### src/pkg/pcsw_pkg.sv
// Functional notes
// - Auto mode moves reference to other input when current one stops; repeatable.
// - No switchover when both inputs are dead; loss flags then meaningless.
// - Loss flag rises after about two stuck input cycles; select then moves.
// - Loss flags valid only within twenty percent frequency difference.
// - Selected-input flag always shows which reference feeds the PLL.
// - Switch takes effect on a falling edge of the available input.
// - Gate off on old input fall, select new on its fall, update flag.
// - Override mode: only request rising edge switches; falling edge never reverts; the code also switches automatically while the request is low.
// - Override mode: selected-input flag follows switch request level; the code has it follow the select one cycle later instead.
// - User switch with both inputs running keeps both loss flags low.
// - Any switch completes only when target toggles; otherwise wait.
// - Manual mode selects primary input after reset, before any request.
// - Manual switch: request rises and stays high three reference cycles.
package pcsw_pkg;
    localparam int unsigned CLK_PERIOD_NS = 40;
    // Assumed nominal reference period; sampling needs it well above the clock period
    localparam int unsigned REF_PERIOD_NS = 400;
    localparam int unsigned LOSS_TIME_NS  = 2 * REF_PERIOD_NS;
    localparam int unsigned LOSS_CYC_I    = (LOSS_TIME_NS + CLK_PERIOD_NS - 1) / CLK_PERIOD_NS;
    localparam int unsigned CNT_W         = 8;
    localparam logic [CNT_W-1:0] LOSS_CYC = CNT_W'(LOSS_CYC_I);
    localparam logic [1:0] MAN_HOLD       = 2'h3;

    localparam int unsigned ADDR_W = 4;
    localparam logic [ADDR_W-1:0] ADDR_CTRL   = 4'h0;
    localparam logic [ADDR_W-1:0] ADDR_STATUS = 4'h4;
    localparam logic [ADDR_W-1:0] ADDR_COUNT  = 4'h8;

    localparam logic [1:0] MODE_AUTO = 2'h0;
    localparam logic [1:0] MODE_OVR  = 2'h1;
    localparam logic [1:0] MODE_MAN  = 2'h2;
    localparam logic [1:0] MODE_RST  = MODE_AUTO;

    localparam int unsigned ST_BAD0   = 0;
    localparam int unsigned ST_BAD1   = 1;
    localparam int unsigned ST_ACTIVE = 2;
    localparam int unsigned ST_GATE   = 3;
    localparam int unsigned ST_BUSY   = 4;

    typedef enum logic [1:0] {SW_RUN, SW_GATE, SW_WAIT} pcsw_state_t;
endpackage

### src/pkg/pcsw_sense_if.sv
`timescale 1ns/10ps
`default_nettype none
interface pcsw_sense_if;
    logic fall;
    logic bad;
    modport mon (output fall, output bad);
    modport sink (input fall, input bad);
endinterface
`default_nettype wire

### src/rtl/pcsw_sense.sv
`timescale 1ns/10ps
`default_nettype none
module pcsw_sense
    import pcsw_pkg::*;
(
    input  wire logic   i_clk,
    input  wire logic   i_rst_n,
    input  wire logic   i_ref,
    pcsw_sense_if.mon   sn
);
    logic             meta_r;
    logic             sync_r;
    logic             last_r;
    logic [CNT_W-1:0] idle_r;
    logic             bad_r;
    logic             fall_r;
    logic             edge_seen;

    always_ff @(posedge i_clk or negedge i_rst_n) begin
        if (!i_rst_n) begin
            meta_r <= 1'b0;
            sync_r <= 1'b0;
            last_r <= 1'b0;
        end else begin
            meta_r <= i_ref;
            sync_r <= meta_r;
            last_r <= sync_r;
        end
    end

    assign edge_seen = sync_r ^ last_r;

    // Stuck detector: any edge restarts the idle count
    always_ff @(posedge i_clk or negedge i_rst_n) begin
        if (!i_rst_n) begin
            idle_r <= '0;
            bad_r  <= 1'b0;
        end else if (edge_seen) begin
            idle_r <= '0;
            bad_r  <= 1'b0;
        end else if (idle_r != LOSS_CYC) begin
            idle_r <= idle_r + 1'b1;
            bad_r  <= (idle_r == LOSS_CYC - 1'b1);
        end
    end

    always_ff @(posedge i_clk or negedge i_rst_n) begin
        if (!i_rst_n) begin
            fall_r <= 1'b0;
        end else begin
            fall_r <= last_r & ~sync_r;
        end
    end

    assign sn.fall = fall_r;
    assign sn.bad  = bad_r;
endmodule
`default_nettype wire

### src/rtl/pcsw_top.sv
// Chosen here: the register offsets and the address-and-strobe port.
`timescale 1ns/10ps
`default_nettype none
module pcsw_top
    import pcsw_pkg::*;
(
    input  wire logic              i_clk,
    input  wire logic              i_rst_n,
    input  wire logic              i_primary_ref_clk,
    input  wire logic              i_backup_ref_clk,
    input  wire logic              i_clk_switch,
    input  wire logic [ADDR_W-1:0] i_addr,
    input  wire logic [31:0]       i_wdata,
    input  wire logic              i_wr,
    input  wire logic              i_rd,
    output logic [31:0]            o_rdata,
    output logic                   o_ref_sel,
    output logic                   o_ref_gate,
    output logic                   o_active_clk,
    output logic [1:0]             o_clk_bad
);
    logic        rst_meta_r;
    logic        rst_n;
    logic        sw_meta_r;
    logic        sw_sync_r;
    logic        sw_last_r;
    logic        sw_rise;
    logic [1:0]  mode_r;
    pcsw_state_t st_r;
    logic        sel_r;
    logic        gate_r;
    logic        active_r;
    logic [1:0]  bad_r;
    logic [1:0]  man_cnt_r;
    logic        man_arm_r;
    logic        man_go;
    logic        auto_go;
    logic        start;
    logic [15:0] sw_cnt_r;
    logic [31:0] rdata_r;
    logic        cur_fall;
    logic        cur_bad;
    logic        alt_fall;
    logic        alt_bad;

    pcsw_sense_if sn0 ();
    pcsw_sense_if sn1 ();

    always_ff @(posedge i_clk or negedge i_rst_n) begin
        if (!i_rst_n) begin
            rst_meta_r <= 1'b0;
            rst_n      <= 1'b0;
        end else begin
            rst_meta_r <= 1'b1;
            rst_n      <= rst_meta_r;
        end
    end

    pcsw_sense u_sense0 (
        .i_clk   (i_clk),
        .i_rst_n (rst_n),
        .i_ref   (i_primary_ref_clk),
        .sn      (sn0.mon)
    );

    pcsw_sense u_sense1 (
        .i_clk   (i_clk),
        .i_rst_n (rst_n),
        .i_ref   (i_backup_ref_clk),
        .sn      (sn1.mon)
    );

    assign cur_fall = sel_r ? sn1.fall : sn0.fall;
    assign cur_bad  = sel_r ? sn1.bad  : sn0.bad;
    assign alt_fall = sel_r ? sn0.fall : sn1.fall;
    assign alt_bad  = sel_r ? sn0.bad  : sn1.bad;

    always_ff @(posedge i_clk or negedge rst_n) begin
        if (!rst_n) begin
            sw_meta_r <= 1'b0;
            sw_sync_r <= 1'b0;
            sw_last_r <= 1'b0;
        end else begin
            sw_meta_r <= i_clk_switch;
            sw_sync_r <= sw_meta_r;
            sw_last_r <= sw_sync_r;
        end
    end

    // Positive-edge sensitive: a falling request never starts anything
    assign sw_rise = sw_sync_r & ~sw_last_r;

    // Manual hold qualification counts falling edges of the current input
    always_ff @(posedge i_clk or negedge rst_n) begin
        if (!rst_n) begin
            man_arm_r <= 1'b0;
            man_cnt_r <= '0;
        end else if (!sw_sync_r) begin
            man_arm_r <= 1'b0;
            man_cnt_r <= '0;
        end else if (sw_rise) begin
            man_arm_r <= 1'b1;
            man_cnt_r <= '0;
        end else if (man_go) begin
            man_arm_r <= 1'b0;
            man_cnt_r <= '0;
        end else if (man_arm_r && cur_fall) begin
            man_cnt_r <= man_cnt_r + 1'b1;
        end
    end

    assign man_go = man_arm_r & sw_sync_r & cur_fall & (man_cnt_r == MAN_HOLD - 1'b1) & (st_r == SW_RUN);

    // A dead alternate blocks the move, so two dead inputs leave the selection alone
    assign auto_go = cur_bad & ~alt_bad;

    always_comb begin
        start = 1'b0;
        if (st_r == SW_RUN) begin
            case (mode_r)
                MODE_AUTO: start = auto_go;
                // While the request is high, automatic action is blocked
                MODE_OVR:  start = sw_rise | (auto_go & ~sw_sync_r);
                default:   start = man_go;
            endcase
        end
    end

    always_ff @(posedge i_clk or negedge rst_n) begin
        if (!rst_n) begin
            st_r   <= SW_RUN;
            sel_r  <= 1'b0;
            gate_r <= 1'b1;
        end else begin
            case (st_r)
                SW_RUN: begin
                    if (start) begin
                        st_r <= SW_GATE;
                    end
                end
                SW_GATE: begin
                    // A stopped old input has no edge left to wait for
                    if (cur_fall || cur_bad) begin
                        gate_r <= 1'b0;
                        st_r   <= SW_WAIT;
                    end
                end
                SW_WAIT: begin
                    // Hold until the target shows a falling edge; no timeout
                    if (alt_fall) begin
                        sel_r  <= ~sel_r;
                        gate_r <= 1'b1;
                        st_r   <= SW_RUN;
                    end
                end
                default: begin
                    st_r <= SW_RUN;
                end
            endcase
        end
    end

    // Flag follows the mux one cycle later in every mode; in override mode it does not track the request level
    always_ff @(posedge i_clk or negedge rst_n) begin
        if (!rst_n) begin
            active_r <= 1'b0;
        end else begin
            active_r <= sel_r;
        end
    end

    // Loss flags come only from the sense blocks, so a user switch between live inputs keeps them low
    always_ff @(posedge i_clk or negedge rst_n) begin
        if (!rst_n) begin
            bad_r <= '0;
        end else begin
            bad_r <= {sn1.bad, sn0.bad};
        end
    end

    always_ff @(posedge i_clk or negedge rst_n) begin
        if (!rst_n) begin
            sw_cnt_r <= '0;
        end else if (st_r == SW_WAIT && alt_fall) begin
            sw_cnt_r <= sw_cnt_r + 1'b1;
        end
    end

    // Mode changes are taken at once; change it only while idle
    always_ff @(posedge i_clk or negedge rst_n) begin
        if (!rst_n) begin
            mode_r <= MODE_RST;
        end else if (i_wr && i_addr == ADDR_CTRL) begin
            mode_r <= i_wdata[1:0];
        end
    end

    always_ff @(posedge i_clk or negedge rst_n) begin
        if (!rst_n) begin
            rdata_r <= '0;
        end else if (i_rd) begin
            rdata_r <= '0;
            case (i_addr)
                ADDR_CTRL: begin
                    rdata_r[1:0] <= mode_r;
                end
                ADDR_STATUS: begin
                    rdata_r[ST_BAD0]   <= bad_r[0];
                    rdata_r[ST_BAD1]   <= bad_r[1];
                    rdata_r[ST_ACTIVE] <= active_r;
                    rdata_r[ST_GATE]   <= gate_r;
                    rdata_r[ST_BUSY]   <= (st_r != SW_RUN);
                end
                ADDR_COUNT: begin
                    rdata_r[15:0] <= sw_cnt_r;
                end
                default: begin
                    rdata_r <= '0;
                end
            endcase
        end else begin
            rdata_r <= '0;
        end
    end

    assign o_rdata      = rdata_r;
    assign o_ref_sel    = sel_r;
    assign o_ref_gate   = gate_r;
    assign o_active_clk = active_r;
    assign o_clk_bad    = bad_r;
endmodule
`default_nettype wire

### config.mk
export PLATFORM = sky130hd
export DESIGN_NAME = pcsw_top
export DESIGN_NICKNAME = d
export VERILOG_FILES = /design/src/pkg/pcsw_pkg.sv /design/src/pkg/pcsw_sense_if.sv /design/src/rtl/pcsw_sense.sv /design/src/rtl/pcsw_top.sv
export SDC_FILE = /design/constraint.sdc
export NUM_CORES = 1
export LEC_CHECK = 0
export BUFFER_PORTS_ARGS = -buffer_cell sky130_fd_sc_hd__buf_2
export CORE_MARGIN = 5
export CORE_UTILIZATION = 35
export CTS_BUF_LIST = sky130_fd_sc_hd__clkbuf_4 sky130_fd_sc_hd__clkbuf_8
export CTS_CLUSTER_DIAMETER = 120
export CTS_CLUSTER_SIZE = 14
export DETAILED_ROUTE_END_ITERATION = 8
export PLACE_DENSITY_LB_ADDON = 0.15
export SLEW_MARGIN = 20
export SYNTH_ARGS = -nofsm -noshare
export SYNTH_HDL_FRONTEND = slang
export SYNTH_SLANG_ARGS = --single-unit
export TNS_END_PERCENT = 5
### constraint.sdc
create_clock -name i_clk -period 3.1 [get_ports i_clk]
set_input_delay 0.155 -clock i_clk [delete_from_list [all_inputs] [get_ports i_clk]]
set_output_delay 0.155 -clock i_clk [all_outputs]
set_load 0.02 [all_outputs]
==> results.py <==
metrics = {
    "global_route": {
        "grt_pass1_wl_microns": 9800,
        "antenna_found_initial": 0,
        "met3_usage_pct": 3.28,
        "grt_overflow": 0,
        "grt.total_usage_pct": 10.7,
        "grt_max_degree": 71,
        "busiest_layer": "met2",
        "use_met1_pct": 13.8,
        "met2_usage_pct": 17.0,
        "grt_pass1_vias": 2115,
    },
    "timing": {
        "finalWorstSetupSlack_ps": 1430,
        "tightest_slew_ps": 866,
        "finalCritPeriodShare_pct": 53.7,
        "tns_ps": 0,
        "min_period_ps": 1670,
        "slew_violations": 0,
        "skew_ps": 9.31,
        "rsz0062_at_grt": "false",
        "hold_viol_final": 0,
        "finalSetupViolations": 0,
        "fmax_ghz": 0.600,
        "relSlewSlack_pct": 42.3,
    },
    "synthesis": {
        "synth_cell_type_count": 39,
        "synth_edf_count": 0,
        "synth_area_sq_um": 3260,
        "synth_seq_cells": 75,
        "yosysSeqAreaShare_pct": 57.6,
        "avgSynthCellArea_sq_um": 11.4,
        "ys.flop_type": "dfrtp_1",
        "yosysWarnings": 0,
        "synthTopCellsByArea": "dfrtp_1 (57%), xnor2_1 (5.6%), and2_1 (4.2%)",
        "synthCells": 286,
        "synth_top_area_cell": "dfrtp_1",
        "synth_most_common_cell": "dfrtp_1",
        "synth_top_area_share_pct": 56.8,
        "synth_common_cells": "dfrtp_1 (74), nand2_1 (23), and2_1 (22), xnor2_1 (21), nand3_1 (18)",
        "synth-async-reset-ratio_pct": 100,
    },
    "drt": {
        "vias": 2085,
        "drtIter0Drc": 59,
        "via_per_inst": 4.67,
        "postRouteAntennaNets": 0,
        "route.detailed.drc": 0,
        "first_pass_iters": 4,
        "wl_per_cell_microns": 12.4,
        "drt-total-wl_microns": 5520,
    },
    "power": {
        "leakage_nw": 1.82,
        "swShare_pct": 28.0,
        "p_int_mw": 1.63,
        "p_clk_share_pct": 35.6,
        "power-per-cell-area_nw_per_um2": 606,
        "netSwitchingPower_mw": 0.635,
        "seqPwrFrac_pct": 50.9,
        "pwr-share-comb_pct": 13.4,
        "vdd_drop_max_v": 0.000302,
    },
    "placed_design": {
        "pre_cts_ws_ps": 1410,
        "gp_congestion": 0.766,
        "place_area_sq_um": 3490,
        "dp.cells": 426,
        "io_buffers": 33,
        "post-dp-hpwl_microns": 3800,
    },
    "layout": {
        "post-route-util_pct": 40.9,
        "final_area_sq_um": 3740,
        "instances_no_fill": 446,
        "antennaDiodeCount": 0,
        "layout-drive-gt1-share_pct": 17.3,
        "final_nets": 381,
        "area_delta_synth_final_pct": 14.8,
    },
    "clock_network": {
        "clkSinkCount": 75,
        "cts.clk_slew.worst_paths_ps": 80,
        "h-tree-depth": 3,
        "insertion_delay_ps": 340,
        "cts_tree": "done",
        "clockBufferDepth": 2,
        "cts_root_buf": "clkbuf_8",
        "numCtsBuffers": 9,
    },
    "setup_path": {
        "rr_worst_depth": 4,
        "path_max_fanout": 10,
        "cp.required_ps": 3320,
        "arrival_ps": 1890,
        "cp-start-kind": "register",
        "critPathKind": "reg2reg",
        "cp-end-kind": "register",
    },
    "floorplan": {
        "start_util_pct": 35.6,
        "die_h_microns": 107,
        "dieArea_sq_um": 11400,
        "row_count": 35,
        "die_x_microns": 107,
        "core_sq_um": 9150,
        "ios": 80,
    },
    "worst_hold_path": {
        "holdPathStages": 3,
        "holdCritPathClass": "in2reg",
    },
    "flow_run": {
        "maxCapViolations": 0,
    },
    "status": {
        "status": "finished clean",
    },
}
[registers in the layout, indices dropped and copies added, names as in the netlist, 2 cells and up]
name and count:
man_cnt_r 2, sw_cnt_r 16, u_sense1.idle_r 8, o_clk_bad 2, u_sense0.idle_r 8, o_rdata 16
st_r 2, mode_r 2
[metrics by stage]
step | hold WS, ps | power (mW)
after floorplan | -141 | 1.41
after global placement | -59.4 | 1.48
after detailed placement | -59.1 | 1.48
after CTS | 2.99 | 2.31
after global routing | 27.2 | 2.41
final | 24.5 | 2.27
[cell usage in the layout (no fill, tap or decap), types with 2 or more instances in the layout]
cell           netlist  routed
nor2b_1              5       5
nor4_4               2       2
mux2_2               2       2
mux2i_1              2       2
a31oi_1              3       3
nor3b_1              2       2
and2_1              22      22
nand4_1              7       7
inv_1               10      10
a21oi_1              7       7
nand2b_1             2       2
conb_1               2      17
clkinv_4             0       2
dfrtp_1             74      73
o21ai_0             11      11
xor2_1               4       4
clkinv_2             0       3
a22oi_1              2       2
bufinv_16            0       2
xnor2_1             21      21
clkbuf_8             0       9
or3_1                2       2
nand3_1             18      18
nor2_1              13      13
and4_1               3       3
ha_1                 8       8
buf_2                0      33
nand4b_1             2       2
dlygate4sd3_1        0       4
nand2_1             23      23
and3_1               8       8
[routing by layer]
layer  vias up  share of wire, %
li1       1030                 -
met1      1015                46
met2        33                48
met3         7               4.8
met4         0               1.3
met5         -                 0
[final cells by class]
type / instances / area (sq um)
timing repair buffer: 38 / 213
sequential: 75 / 1880
tap: 111 / 139
inverter: 10 / 37.5
fill: 890 / 5410
clock inverter: 7 / 92.6
multi-input combinational: 196 / 1260
clock buffer: 9 / 124
[power by group through the flow]
| stage | logic (mW) | registers (mW) | clock network [mW] |
|---|---|---|---|
| final | 0.305 | 1.16 | 0.809 |
| after detailed placement | 0.307 | 1.18 | 0 |
| after global routing | 0.354 | 1.17 | 0.887 |
| after CTS | 0.312 | 1.16 | 0.842 |
| after global placement | 0.302 | 1.18 | 0 |
| after floorplan | 0.239 | 1.17 | 0 |
[critical path, stage by stage (launching register included)]
cell     delay [ps]
dfrtp_1         510
mux2i_4         280
nor4_4          440
nand4_1         170
xnor2_1         150
[worst paths after layout]
check                      slack, ps                 end       start
max in group asynchronous       1980  u_sense0.idle_r[0]       rst_n
setup / recovery                1430        sw_cnt_r[15]   o_ref_sel
hold reg to reg                   60          o_rdata[0]       rst_n
min in group asynchronous         60          o_rdata[0]       rst_n
setup reg to reg                1430        sw_cnt_r[15]   o_ref_sel
hold / removal                    20           mode_r[1]  i_wdata[1]
[kinds of logic (layout without fill, tap and decap cells)]
kind of cell	Yosys count	after routing	synth area share [%]
muxes	5	5	1.99
AOI/OAI and AO/OA	28	28	5.14
xor gates and xnor gates	25	25	6.71
adders and majority gates	8	8	3.07
and+or+nand+nor	113	113	19.8
other	2	17	0.230
buffers and inverters	30	64	5.52
DFF	75	75	57.6
[timing repair]
action | CTS | global route
setup buffers | 0 | 0
hold buffers | 4 | 0
resized for setup | 0 | 0
endpoints found under the hold margin | 5 | 0
Note: power is estimated with default switching activity, not from simulation.
